### src/hdl/pbl_pin_cell.sv
// Package of constants and the single-line pin cell for the low port lines
package pbl_pkg;
  localparam int unsigned PBL_LINES = 5;
  localparam int unsigned PBL_ADDR_W = 8;
  localparam int unsigned PBL_DATA_W = 32;
  localparam int unsigned PBL_CMP_LINE = 4;
  localparam logic [7:0] PBL_OFF_DATA = 8'h00;
  localparam logic [7:0] PBL_OFF_DIR = 8'h04;
  localparam logic [7:0] PBL_OFF_PDI = 8'h08;
  localparam logic [4:0] PBL_RST_DATA = 5'h00;
  localparam logic [4:0] PBL_RST_DIR = 5'h00;
  localparam logic [4:0] PBL_RST_PDI = 5'h00;
  localparam logic [31:0] PBL_ZERO_WORD = 32'h00000000;
endpackage

`timescale 1ns/10ps

// One port line: output drive, pulldown control and read-back selection
module pbl_pin_cell (
  input wire logic drive_value, // Value to put on the pin when driven
  input wire logic dir_bit_n, // Direction bit, 1 selects output
  input wire logic pulldown_inhibit_n, // Software pulldown inhibit bit
  input wire logic mask_pd_inhibit, // Mask option disabling all pulldowns
  input wire logic pin_in, // Pin level after the digital threshold
  output logic pin_out, // Pin output value
  output logic pin_oe, // Pin output enable, high while driving
  output logic pulldown_en, // Pulldown switched on
  output logic read_value // Value returned by a data read
);
  // Output buffer follows the direction bit alone
  always_comb begin
    pin_out = drive_value;
    pin_oe = dir_bit_n;
    // Pulldown only for an input with both inhibits clear
    pulldown_en = ~mask_pd_inhibit & ~pulldown_inhibit_n & ~dir_bit_n;
    // Outputs read back what is driven, inputs the threshold level
    read_value = dir_bit_n ? drive_value : pin_in;
  end
endmodule

### src/hdl/pbl_port_low.sv
// APB-controlled pin logic for the five lowest lines of the second port
//
// Chosen here: the APB register port and the register offsets.
`timescale 1ns/10ps

module pbl_port_low (
  input wire logic pclk, // System clock, 100 MHz
  input wire logic presetn, // Asynchronous reset, active low
  input wire logic psel, // APB select
  input wire logic penable, // APB enable
  input wire logic pwrite, // APB direction, high for write
  input wire logic [pbl_pkg::PBL_ADDR_W-1:0] paddr, // APB byte address
  input wire logic [pbl_pkg::PBL_DATA_W-1:0] pwdata, // APB write data
  output logic [pbl_pkg::PBL_DATA_W-1:0] prdata, // APB read data
  output logic pready, // APB ready
  output logic pslverr, // APB error for unmapped address
  input wire logic [pbl_pkg::PBL_LINES-1:0] port_in, // Pin levels after threshold
  output logic [pbl_pkg::PBL_LINES-1:0] port_out, // Pin output values
  output logic [pbl_pkg::PBL_LINES-1:0] port_oe, // Pin output enables
  output logic [pbl_pkg::PBL_LINES-1:0] pulldown_en, // Pulldown switch per pin
  input wire logic compare_output_level, // Timer compare level bit
  input wire logic comparator1_out, // Comparator 1 output
  input wire logic comparator1_out_enable, // Comparator 1 output enable bit
  input wire logic mask_comp_out, // Mask option allowing comparator drive
  input wire logic mask_pd_inhibit, // Mask option disabling all pulldowns
  output logic [pbl_pkg::PBL_LINES-2:0] analog_in_low, // Lines 0 to 3 to the analog module
  output logic analog_channel4 // Line 4 to analog multiplexer channel 4
);
  import pbl_pkg::*;

  logic [PBL_LINES-1:0] data_latch;
  logic [PBL_LINES-1:0] dir_reg_b;
  logic [PBL_LINES-1:0] pulldown_ctl_reg_b;
  logic [PBL_LINES-1:0] next_data_latch;
  logic [PBL_LINES-1:0] next_dir_reg_b;
  logic [PBL_LINES-1:0] next_pulldown_ctl_reg_b;
  logic [PBL_DATA_W-1:0] next_prdata;
  logic [PBL_LINES-1:0] drive_value;
  logic [PBL_LINES-1:0] read_value;
  logic line4_extra;
  logic setup_phase;
  logic write_access;

  // Decode of the mapped word addresses
  function automatic logic addr_mapped(input logic [PBL_ADDR_W-1:0] a);
    addr_mapped = (a == PBL_OFF_DATA) || (a == PBL_OFF_DIR) || (a == PBL_OFF_PDI);
  endfunction

  // Zero-wait slave; error flagged in the access phase only
  assign pready = 1'b1;
  assign pslverr = psel & penable & ~addr_mapped(paddr);
  assign setup_phase = psel & ~penable;
  assign write_access = psel & penable & pwrite;

  // Line 4 also takes the compare level and the gated comparator
  assign line4_extra = compare_output_level | (comparator1_out & comparator1_out_enable & mask_comp_out);
  always_comb begin
    drive_value = data_latch;
    drive_value[PBL_CMP_LINE] = data_latch[PBL_CMP_LINE] | line4_extra;
  end

  // Analog taps come straight off the pins, whatever the direction
  assign analog_in_low = port_in[PBL_LINES-2:0];
  assign analog_channel4 = port_in[PBL_CMP_LINE];

  // One cell per line
  for (genvar i = 0; i < PBL_LINES; i++) begin : g_line
    pbl_pin_cell u_cell (
      .drive_value(drive_value[i]),
      .dir_bit_n(dir_reg_b[i]),
      .pulldown_inhibit_n(pulldown_ctl_reg_b[i]),
      .mask_pd_inhibit(mask_pd_inhibit),
      .pin_in(port_in[i]),
      .pin_out(port_out[i]),
      .pin_oe(port_oe[i]),
      .pulldown_en(pulldown_en[i]),
      .read_value(read_value[i])
    );
  end

  // Next register values; writes land in the access phase only
  always_comb begin
    next_data_latch = data_latch;
    next_dir_reg_b = dir_reg_b;
    next_pulldown_ctl_reg_b = pulldown_ctl_reg_b;
    next_prdata = prdata;
    if (write_access && paddr == PBL_OFF_DATA) begin
      next_data_latch = pwdata[PBL_LINES-1:0];
    end else if (write_access && paddr == PBL_OFF_DIR) begin
      next_dir_reg_b = pwdata[PBL_LINES-1:0];
    end else if (write_access && paddr == PBL_OFF_PDI) begin
      next_pulldown_ctl_reg_b = pwdata[PBL_LINES-1:0];
    end
    // Read data is sampled in setup so it stands through the access
    if (setup_phase && !pwrite) begin
      next_prdata = PBL_ZERO_WORD;
      if (paddr == PBL_OFF_DATA) begin
        next_prdata[PBL_LINES-1:0] = read_value;
      end else if (paddr == PBL_OFF_DIR) begin
        next_prdata[PBL_LINES-1:0] = dir_reg_b;
      end
    end
  end

  // Register stage; data latch is cleared too so pins never float unknown
  always_ff @(posedge pclk or negedge presetn) begin
    if (!presetn) begin
      data_latch <= PBL_RST_DATA;
      dir_reg_b <= PBL_RST_DIR;
      pulldown_ctl_reg_b <= PBL_RST_PDI;
      prdata <= PBL_ZERO_WORD;
    end else begin
      data_latch <= next_data_latch;
      dir_reg_b <= next_dir_reg_b;
      pulldown_ctl_reg_b <= next_pulldown_ctl_reg_b;
      prdata <= next_prdata;
    end
  end
endmodule

### config.mk
export PLATFORM = sky130hd
export DESIGN_NAME = pbl_port_low
export DESIGN_NICKNAME = d
export VERILOG_FILES = /design/src/hdl/pbl_pin_cell.sv /design/src/hdl/pbl_port_low.sv
export SDC_FILE = /design/constraint.sdc
export NUM_CORES = 1
export LEC_CHECK = 0
export ABC_CLOCK_PERIOD_IN_PS = 3800
export BUFFER_PORTS_ARGS = -buffer_cell sky130_fd_sc_hd__buf_2
export CORE_ASPECT_RATIO = 1.4
export CORE_MARGIN = 2
export CORE_UTILIZATION = 35
export CTS_CLUSTER_SIZE = 16
export DETAILED_ROUTE_END_ITERATION = 16
export PLACE_DENSITY = 0.73
export SYNTH_ARGS = -nofsm -noshare
export SYNTH_HDL_FRONTEND = slang
export SYNTH_HIERARCHICAL = 1
export SYNTH_SLANG_ARGS = --single-unit
### constraint.sdc
create_clock -name pclk -period 3.8 [get_ports pclk]
set_input_delay 0.76 -clock pclk [delete_from_list [all_inputs] [get_ports pclk]]
set_output_delay 0.76 -clock pclk [all_outputs]
set_load 0.03 [all_outputs]
==> summary.md, run 1 <==
| Metric | Value |
|---|---|
| Die width | 56.3 microns |
| RSZ-0062 raised after global routing | no |
| Simple-Gate Fraction of Synth Area | 10.6% |
| GR Util All Layers | 11.3% |
| Fmax | 426 MHz |
| Commonest non-fill, non-tap cell in the layout | buf_2 |
| Worst-Skew Late Latency | 0.26 ns |
| Vert. Die Dim | 77.2 microns |
| Vias | 903 |
| # nets final | 215 |
| Residual DRC | 0 |
| WL/cell | 12.2 microns |
| Sinks on the clock net | 20 |
| CTS hold repair buffers | 0 |
| Max Buffers Root-to-Sink | 2 |
| Hpwl dp | 2100 microns |
| Routability cong. | 0.694 |
| Worst path most repeated cell | buf_2 |
| Layout cells sized above 1 | 47.8% |
| Final ANT Viol Nets | 0 |
| Xor and xnor area share after synthesis | 0% |
| Worst path slowest cell | nor4_4 |
| Mux cell area share after synthesis | 21.9% |
| Max-slew violation count | 0 |
| Distinct cell type count after synthesis | 21 |
| Initial antenna violation count | 0 |
| Cell count after synthesis | 122 |
| CTS resizes | 0 |
| Yosys reg bits | 20 |
| Net Sw Frac | 28.6% |
| Starting density of the core | 36.5% |
| WP data arrival | 1.59 ns |
| H-tree levels | 1 |
| Total gr overflow | 0 |
| Power Density | 361 nW/um^2 |
| Register area share after synthesis | 37.3% |
| Crit path buf inv count | 2 |
| Clock Pin Slew Worst Setup and Hold Paths | 0.08 ns |
| Largest net degree at the start of global routing | 21 |
| Critical-path cell list | buf_2 -> nor4_4 -> a31oi_1 -> buf_2 |
| Most frequent cells in the layout | buf_2 (53), conb_1 (28), dfrtp_1 (20) |
| CTS Buf Count | 3 |
| Drt first-iter violations | 8 |
| Internal | 383 uW |
| Adder-cell share of the synthesized area | 0% |
| Crit end category | primary output |
| CP Class | input pin to primary output |
| Worst Skew | 0.000434 ns |
| CP required | 3.04 ns |
| Max Cap Viol | 0 |
| Final Hold Violating Endpoints | 0 |
| Worst Hold Slack | 0.433 ns |
| TritonCTS clock tree | yes |
| Drt total wl | 2440 microns |
| Final Non-Filler Cells | 201 |
| Final Setup Violations | 0 |
| Pleak | 0.000854 uW |
| Logic gate share of total power | 19.5% |
| Core outline area | 3680 sq um |
| # IOs | 109 |
| Root Driver | clkbuf_8 |
| CP delay by family, top | simple AND/OR/NAND/NOR gates |
| VDD IR-drop max | 0.170 mV |
| Vias in the first global route | 828 |
| CP startpoint kind | input pin |
| Clock share of power | 40.0% |
| Crit-path max FO | 5 |
| Register share of total power | 40.5% |
| Drt first pass iters | 3 |
| Min-Delay Path Class | input pin to asynchronous set/reset pin |
| Die area | 4350 sq um |
| Global-route wire length before repair | 3750 microns |
| Sum of negative setup slack | 0 ns |
| Post-synthesis compound-gate area fraction | 4.01% |
| DR vias/cell | 4.49 |
| Period utilisation layout | 61.8% |
| NetSw | 153 uW |
| Post-CTS setup repair buffer count | 0 |
| Largest family of logic cells by synthesized area | buffers and inverters |
| Synth-to-layout area growth | 10.7% |
| Std cell rows | 26 |
| Outcome | completed |
| Period minus WS final | 2.35 ns |
| IO buf count | 53 |
| Placed cells | 197 |
| Syn Area/Cell | 11.0 sq um |
| Diodes inserted | 0 |
| Post-Syn Area | 1340 sq um |
| Synth warn | 6 |
| Worst path max stage delay | 0.40 ns |
registers in the layout, indices dropped and copies added, names as in the netlist:
signal / flops
data_latch: 5
dir_reg_b: 5
prdata: 5
pulldown_ctl_reg_b: 5
area by class of cell:
type                       instances  area [sq um]
clock buffer                       3          41.3
tap                               42          52.6
sequential                        20           500
timing repair buffer              53           265
clock inverter                     1          30.0
fill                             385          2190
multi-input combinational         82           594
kinds of logic (layout without fill, tap and decap cells):
logic type      Yosys count  after routing
buf+inv                  46             57
mux                      25             25
simple gates             22             22
flops                    20             20
compound gates            7              7
other cells               2             28
cell usage after synthesis, drive strengths merged:
library cell | count | area [sq um]
conb | 2 | 7.51
nor2 | 1 | 3.75
and4 | 1 | 8.76
a31oi | 1 | 6.26
nor4 | 1 | 21.3
mux2 | 20 | 244
nor3 | 6 | 30.0
and4b | 1 | 10.0
a311o | 1 | 10.0
o31ai | 5 | 37.5
and3 | 1 | 6.26
buf | 46 | 343
nand3 | 1 | 10.0
nand2 | 8 | 30.0
or3b | 1 | 8.76
mux2i | 5 | 50.1
nand4 | 1 | 12.5
dfrtp | 20 | 500
path summary, 6_finish.rpt:
check	from	to	slack [ns]	cells past startpoint
worst max-delay path	paddr[5]	pslverr	1.45	4
worst min-delay path	presetn	data_latch[4]	0.43	1
worst max register to register	data_latch[4]	prdata[4]	2.56	4
worst min register to register	prdata[2]	prdata[2]	0.47	2
max in group asynchronous	presetn	data_latch[2]	3.05	1
min in group pclk	prdata[2]	prdata[2]	0.47	2
stage by stage:
| step | utilization [%] | worst slack, ns | total power (uW) | area [sq um] |
|---|---|---|---|---|
| after floorplan | - | 1.55 | 325 | 1440 |
| after global placement | 38.4 | 1.46 | 326 | 1410 |
| after detailed placement | 38.4 | 1.46 | 327 | 1410 |
| after CTS | 40.4 | 1.45 | 540 | 1480 |
| after global routing | 40.4 | 1.41 | 552 | 1480 |
| final | 40.4 | 1.45 | 536 | 1480 |
power groups by stage:
stage                     Combinational [uW]  Clock (uW)  Sequential, uW
final                                    105         214             217
after global routing                     112         223             218
after CTS                                106         217             217
after detailed placement                 105           0             222
after global placement                   104           0             221
after floorplan                          103           0             221
routing by layer:
layer	GRT usage [%]	up-vias	part of all wire (%)
met5	0	-	0
met4	6.43	0	2.2
met3	1.85	4	6.8
met2	20.6	45	53
met1	11.8	425	38
li1	-	429	-
Power figures use the tool's default switching activity.
==> inputs of run 2 (changes only) <==
--- a/config.mk
+++ b/config.mk
@@ -5,14 +5,15 @@
 export SDC_FILE = /design/constraint.sdc
 export NUM_CORES = 1
 export LEC_CHECK = 0
-export ABC_CLOCK_PERIOD_IN_PS = 3800
+export ABC_AREA = 1
+export ABC_CLOCK_PERIOD_IN_PS = 2200
 export BUFFER_PORTS_ARGS = -buffer_cell sky130_fd_sc_hd__buf_2
 export CORE_ASPECT_RATIO = 1.4
 export CORE_MARGIN = 2
 export CORE_UTILIZATION = 35
 export CTS_CLUSTER_SIZE = 16
 export DETAILED_ROUTE_END_ITERATION = 16
-export PLACE_DENSITY = 0.73
+export PLACE_DENSITY = 0.71
 export SYNTH_ARGS = -nofsm -noshare
 export SYNTH_HDL_FRONTEND = slang
 export SYNTH_HIERARCHICAL = 1
==> constraint.sdc (replaced) <==
create_clock -name pclk -period 2.2 [get_ports pclk]
set_input_delay 0.44 -clock pclk [delete_from_list [all_inputs] [get_ports pclk]]
set_output_delay 0.44 -clock pclk [all_outputs]
set_load 0.03 [all_outputs]
==> run 2 against run 1 <==
Clock skew grew 0.0030 ns. Final cell count grew 39%. Critical path depth grew 2. Highest routed layer unchanged.
==> summary.md, run 2 <==
| Metric | Value |
|---|---|
| Outcome | completed (unchanged) |
| GR Util All Layers | 12.4% (was 11.3%) |
| Yosys reg bits | 20 (unchanged) |
| Routability cong. | 0.768 (was 0.694) |
| Die width | 59.3 microns (was 56.3 microns) |
| H-tree levels | 1 (unchanged) |
| Total gr overflow | 0 (unchanged) |
| Share of the synthesized area in the top cell type | 33.4% (was 37.3%) |
| Hpwl dp | 2370 microns (was 2100 microns) |
| Vias | 1174 (was 903) |
| WP data arrival | 1.24 ns (was 1.59 ns) |
| Final ANT Viol Nets | 0 (unchanged) |
| Final Non-Filler Cells | 279 (was 201) |
| CP Class | input pin to primary output (unchanged) |
| Global-route wire length before repair | 4500 microns (was 3750 microns) |
| Crit path buf inv count | 2 (unchanged) |
| Worst-Skew Late Latency | 0.26 ns (about the same) |
| Layout cells sized above 1 | 40.6% (was 47.8%) |
| Residual DRC | 0 (unchanged) |
| Std cell rows | 28 (was 26) |
| Distinct cell type count after synthesis | 19 (was 21) |
| Pleak | 0.00103 uW (was 0.000854 uW) |
| Period minus WS final | 1.68 ns |
| Cell with the most instances after synthesis | nand2_1 (was buf_4) |
| VDD IR-drop max | 0.168 mV (was 0.170 mV) |
| Final Hold Violating Endpoints | 0 (unchanged) |
| Initial antenna violation count | 0 (unchanged) |
| Vias in the first global route | 1094 (was 828) |
| Main synth FF type | dfrtp_1 (unchanged) |
| Syn Area/Cell | 7.68 sq um (was 11.0 sq um) |
| Vert. Die Dim | 81.4 microns (was 77.2 microns) |
| Max Buffers Root-to-Sink | 2 (unchanged) |
| # IOs | 109 (unchanged) |
| Root Driver | clkbuf_8 (unchanged) |
| Clock Pin Slew Worst Setup and Hold Paths | 0.07 ns (was 0.08 ns) |
| CP delay by family, top | simple AND/OR/NAND/NOR gates (unchanged) |
| Max Cap Viol | 0 (unchanged) |
| TritonCTS clock tree | yes (unchanged) |
| Worst Skew | 0.00341 ns (was 0.000434 ns) |
| Crit-path max FO | 6 (was 5) |
| CTS Buf Count | 3 (unchanged) |
| CTS hold repair buffers | 0 (unchanged) |
| Power Density | 492 nW/um^2 (was 361 nW/um^2) |
| # nets final | 291 (was 215) |
| Synth-to-layout area growth | 9.19% (was 10.7%) |
| Commonest non-fill, non-tap cell in the layout | nand2_1 (was buf_2) |
| Starting density of the core | 35.9% (was 36.5%) |
| Fmax | 595 MHz |
| Cell count after synthesis | 195 (was 122) |
| Die area | 4830 sq um (was 4350 sq um) |
| IO buf count | 53 (unchanged) |
| Diodes inserted | 0 (unchanged) |
| Worst path slowest cell | nor2_4 (was nor4_4) |
| Period utilisation layout | 76.4% |
| Final Setup Violations | 0 (unchanged) |
| Synth warn | 6 (unchanged) |
| Sinks on the clock net | 20 (unchanged) |
| WL/cell | 10.2 microns (was 12.2 microns) |
| CP startpoint kind | input pin (unchanged) |
| Largest net degree at the start of global routing | 21 (unchanged) |
| Post-Syn Area | 1500 sq um (was 1340 sq um) |
| Filler instances | 425 (was 385) |
| Drt first pass iters | 4 (was 3) |
| Sum of negative setup slack | 0 ns (unchanged) |
| Top post-synthesis cells by area | dfrtp_1 (33%), buf_4 (22%), nand2_1 (16%) (was dfrtp_1 (37%), buf_4 (25%), mux2_2 (8.4%)) |
| Synth area leader | dfrtp_1 (unchanged) |
| Synth cell count leaders | nand2_1 (62), buf_4 (43), dfrtp_1 (20) (was buf_4 (45), dfrtp_1 (20), mux2_2 (10)) |
| Most frequent cells in the layout | nand2_1 (62), buf_2 (53), conb_1 (28) (was buf_2 (53), conb_1 (28), dfrtp_1 (20)) |
| Critical-path cell list | buf_2 -> nor2_4 -> nand3_1 -> nor2_4 -> nor3_1 -> buf_2 (was buf_2 -> nor4_4 -> a31oi_1 -> buf_2) |
| RSZ-0062 raised after global routing | no (unchanged) |
| Worst path max stage delay | 0.17 ns (was 0.40 ns) |
| DR vias/cell | 4.21 (was 4.49) |
| Core outline area | 4170 sq um (was 3680 sq um) |
| Min-Delay Path Class | input pin to asynchronous set/reset pin (unchanged) |
| Post-CTS setup repair buffer count | 0 (unchanged) |
| CP required | 1.76 ns (was 3.04 ns) |
| Drt first-iter violations | 22 (was 8) |
| Crit end category | primary output (unchanged) |
| Share of flip-flops with an asynchronous set or reset | 100% (unchanged) |
| Drt total wl | 2860 microns (was 2440 microns) |
| CTS resizes | 0 (unchanged) |
| Max-slew violation count | 0 (unchanged) |
| Placed cells | 276 (was 197) |
| Register area share after synthesis | 33.4% (was 37.3%) |
| Post-synth EDFFs | 0 (unchanged) |
## run 2: changes by cell type in the layout (fill, tap and decap cells not counted), moves of 5 or more
cell and change:
mux2_4 -5, nand2_2 +7, nand2_1 +54, nor2_2 +8
mux2_2 -10, o21ai_1 +11, mux2_1 -5, nor3_1 -5
o31ai_1 -5, inv_1 +9, mux2i_1 -5, inv_2 +10
## run 2: final timing paths
| check | from | end | slack [ns] | depth (start not counted) |
|---|---|---|---|---|
| hold / removal | presetn | data_latch[4] | 0.11 | 1 |
| setup reg to reg | data_latch[4] | prdata[4] | 1.24 | 8 |
| max in group asynchronous | presetn | prdata[1] | 1.78 | 1 |
| hold reg to reg | prdata[2] | prdata[2] | 0.48 | 2 |
| setup / recovery | paddr[1] | pslverr | 0.52 | 6 |
| min in group pclk | pwdata[1] | pulldown_ctl_reg_b[1] | 0.46 | 3 |
## run 2: kinds of logic after synthesis
logic type,count (synthesis),synth area share (%)
flip-flops,20,33.4
other,2,0.501
buffers and inverters,62,26.3
AO/OA/AOI/OAI,19,7.85
AND/OR/NAND/NOR,92,31.9
## run 2: power breakdown
| part | internal, uW | total (uW) | switching [uW] |
|---|---|---|---|
| registers | 372 | 376 | 4.05 |
| logic | 42.6 | 190 | 148 |
| clock network | 122 | 238 | 116 |
| total | 537 | 805 | 268 |
## run 2: final cells by class
class | count | area (sq um) | share of cell area (%)
repair buffers | 53 | 265 | 16.2
well taps | 45 | 56.3 | 3.44
clock buffers | 3 | 41.3 | 2.52
flip-flops and latches | 20 | 500 | 30.6
inverters | 19 | 71.3 | 4.36
multi-input cells | 139 | 701 | 42.8
## run 2: per-layer routing
metal  vias to the layer above  global-route usage [%]  wire, microns
met4                         0                    7.50             74
met5                         -                       0              0
met3                         5                    2.55            200
met1                       516                    12.1           1120
met2                        51                    22.9           1460
li1                        602                       -              -
## run 2: metrics by stage
step                hold WS [ns]  util, %  power (uW)  area (sq um)  worst slack (ns)
finish                     0.112     39.2         805          1640             0.520
global route               0.151     39.2         836          1640             0.426
CTS                        0.132     39.2         807          1640             0.524
detailed placement         0.411     38.2         574          1590             0.522
global placement           0.414     38.2         573          1590             0.526
floorplan                  0.144        -         569          1600             0.390
==> inputs of run 3 (changes only) <==
--- a/config.mk
+++ b/config.mk
@@ -6,7 +6,7 @@
 export NUM_CORES = 1
 export LEC_CHECK = 0
 export ABC_AREA = 1
-export ABC_CLOCK_PERIOD_IN_PS = 2200
+export ABC_CLOCK_PERIOD_IN_PS = 1800
 export BUFFER_PORTS_ARGS = -buffer_cell sky130_fd_sc_hd__buf_2
 export CORE_ASPECT_RATIO = 1.4
 export CORE_MARGIN = 2
==> constraint.sdc (replaced) <==
create_clock -name pclk -period 1.8 [get_ports pclk]
set_input_delay 0.36 -clock pclk [delete_from_list [all_inputs] [get_ports pclk]]
set_output_delay 0.36 -clock pclk [all_outputs]
set_load 0.03 [all_outputs]
==> run 3 against run 2 <==
Sequential share of layout area shrank 0.39 points. Setup slack lost 0.24 ns. Total power grew 28%. Critical endpoint unchanged. Utilization grew 0.51 points. Combinational power grew 23%. Clock power grew 41%. Highest routed layer unchanged. Critical path depth is the same. Largest cell class unchanged. First-iteration DRC count grew 64%. Non-clock buffer count grew 1.
==> summary.md, run 3 (synthesis gave the netlist of run 2 again) <==
| Metric | Value |
|---|---|
| Outcome | completed (unchanged) |
| IO buf count | 53 (unchanged) |
| Max Buffers Root-to-Sink | 2 (unchanged) |
| Most frequent cells in the layout | nand2_1 (62), buf_2 (53), conb_1 (28) (unchanged) |
| Final Non-Filler Cells | 281 (was 279) |
| Root Driver | clkbuf_8 (unchanged) |
| Worst-Skew Late Latency | 0.25 ns (was 0.26 ns) |
| Fmax | 658 MHz |
| Total gr overflow | 0 (unchanged) |
| GR Util All Layers | 12.5% (was 12.4%) |
| Largest net degree at the start of global routing | 21 (unchanged) |
| Post-DP Area | 1600 sq um (was 1590 sq um) |
| Residual DRC | 0 (unchanged) |
| Crit end category | primary output (unchanged) |
| Filler instances | 448 (was 425) |
| R2R depth | 8 (unchanged) |
| Placed cells | 277 (was 276) |
| WL/cell | 10.2 microns (about the same) |
| Max-slew violation count | 0 (unchanged) |
| Post-CTS setup repair buffer count | 0 (unchanged) |
| Drt first-iter violations | 36 (was 22) |
| CP Class | input pin to primary output (unchanged) |
| Initial antenna violation count | 0 (unchanged) |
| Min-Delay Path Class | input pin to asynchronous set/reset pin (unchanged) |
| Max Cap Viol | 0 (unchanged) |
| WP data arrival | 1.16 ns (was 1.24 ns) |
| Core outline area | 4170 sq um (unchanged) |
| Global-route wire length before repair | 4550 microns (was 4500 microns) |
| Vias in the first global route | 1100 (was 1094) |
| CP startpoint kind | input pin (unchanged) |
| Final Setup Violations | 0 (unchanged) |
| CTS Buf Count | 3 (unchanged) |
| Final ANT Viol Nets | 0 (unchanged) |
| CTS resizes | 0 (unchanged) |
| TritonCTS clock tree | yes (unchanged) |
| Worst path max stage delay | 0.17 ns (about the same) |
| Final instance area | 1660 sq um (was 1640 sq um) |
| Period minus WS final | 1.52 ns |
| Routability cong. | 0.770 (was 0.768) |
| # nets final | 292 (was 291) |
| Reg-to-Reg Start | data_latch[4] (unchanged) |
| R2R Path End | prdata[4] (unchanged) |
| Drt first pass iters | 4 (unchanged) |
| VDD IR-drop max | 0.200 mV (was 0.168 mV) |
| Crit-path max FO | 4 (was 6) |
| H-tree levels | 1 (unchanged) |
| Footprint of the multi-input gates | 701 sq um (unchanged) |
| # IOs | 109 (unchanged) |
| Register area | 500 sq um (unchanged) |
| RSZ-0062 raised after global routing | no (unchanged) |
| Drt total wl | 2860 microns (unchanged) |
| Die width | 59.3 microns (unchanged) |
| Worst Skew | 0.00245 ns (was 0.00341 ns) |
| Dpl ws | 0.276 ns (was 0.522 ns) |
| Power Density | 621 nW/um^2 (was 492 nW/um^2) |
| Die area | 4830 sq um (unchanged) |
| R2r setup slk | 0.83 ns (was 1.24 ns) |
| Final WS setup | 0.279 ns (was 0.520 ns) |
| CTS hold repair buffers | 0 (unchanged) |
| Commonest non-fill, non-tap cell in the layout | nand2_1 (unchanged) |
| Worst path most repeated cell | buf_2 |
| Starting density of the core | 35.9% (unchanged) |
| Final Hold Violating Endpoints | 0 (unchanged) |
| Sinks on the clock net | 20 (unchanged) |
| Power, Total | 1030 uW (was 805 uW) |
| Hpwl dp | 2360 microns (was 2370 microns) |
| Critical-path cell list | buf_2 -> nor2_2 -> nand2_2 -> a21oi_1 -> nor3_1 -> buf_2 (was buf_2 -> nor2_4 -> nand3_1 -> nor2_4 -> nor3_1 -> buf_2) |
| DR vias/cell | 4.18 (was 4.21) |
| Diodes inserted | 0 (unchanged) |
| Layout cells sized above 1 | 41.1% (was 40.6%) |
| Vias | 1174 (unchanged) |
| Std cell rows | 28 (unchanged) |
| Worst path slowest cell | nor2_2 (was nor2_4) |
| Period utilisation layout | 84.5% |
| Instance count on the critical path | 6 (unchanged) |
| Clock Pin Slew Worst Setup and Hold Paths | 0.07 ns (about the same) |
| Crit path buf inv count | 2 (unchanged) |
| Vert. Die Dim | 81.4 microns (unchanged) |
| CP required | 1.44 ns (was 1.76 ns) |
| Sum of negative setup slack | 0 ns (unchanged) |
| Synth-to-layout area growth | 10.6% (was 9.19%) |
| CP delay by family, top | simple AND/OR/NAND/NOR gates (unchanged) |
| Pleak | 0.00104 uW (was 0.00103 uW) |
[run 3: cell count changes in the layout (fill, tap and decap cells not counted), sizes merged]
cell / change
clkbuf: +1
buf: +1
[run 3: worst max-delay path by stage]
stage / startpoint / end
finish: paddr[3] / pslverr
floorplan: paddr[2] / pslverr
CTS: paddr[3] / pslverr
global route: paddr[3] / pslverr
global placement: paddr[3] / pslverr
detailed placement: paddr[3] / pslverr
[run 3: final cells by class]
class	count	area share, %
inverter	19	4.31
timing repair buffer	54	16.5
sequential	20	30.2
multi-input combinational	139	42.3
tap	45	3.40
clock buffer	4	3.32
[run 3: routing by layer]
| metal | vias up | global-route usage, % | part of all wire (%) |
|---|---|---|---|
| met5 | - | 0 | 0 |
| met4 | 0 | 6.59 | 1.4 |
| met3 | 2 | 0.955 | 5.4 |
| met2 | 44 | 23.4 | 52 |
| met1 | 520 | 13.3 | 41 |
| li1 | 608 | - | - |
[run 3: power by group]
| part | leakage, uW | switching [uW] | internal [uW] |
|---|---|---|---|
| Clock | 0.0000288 | 141 | 194 |
| Combinational | 0.000734 | 181 | 53.2 |
| Sequential | 0.000279 | 4.95 | 454 |
| Total | 0.00104 | 327 | 702 |
[run 3: through the flow]
step	utilization [%]	hold WS, ns
5_1_grt	39.7	0.0728
3_3_place_gp	38.4	0.335
4_1_cts	39.7	0.0556
3_5_place_dp	38.4	0.330
6_report	39.7	0.0422
2_1_floorplan	-	0.0644
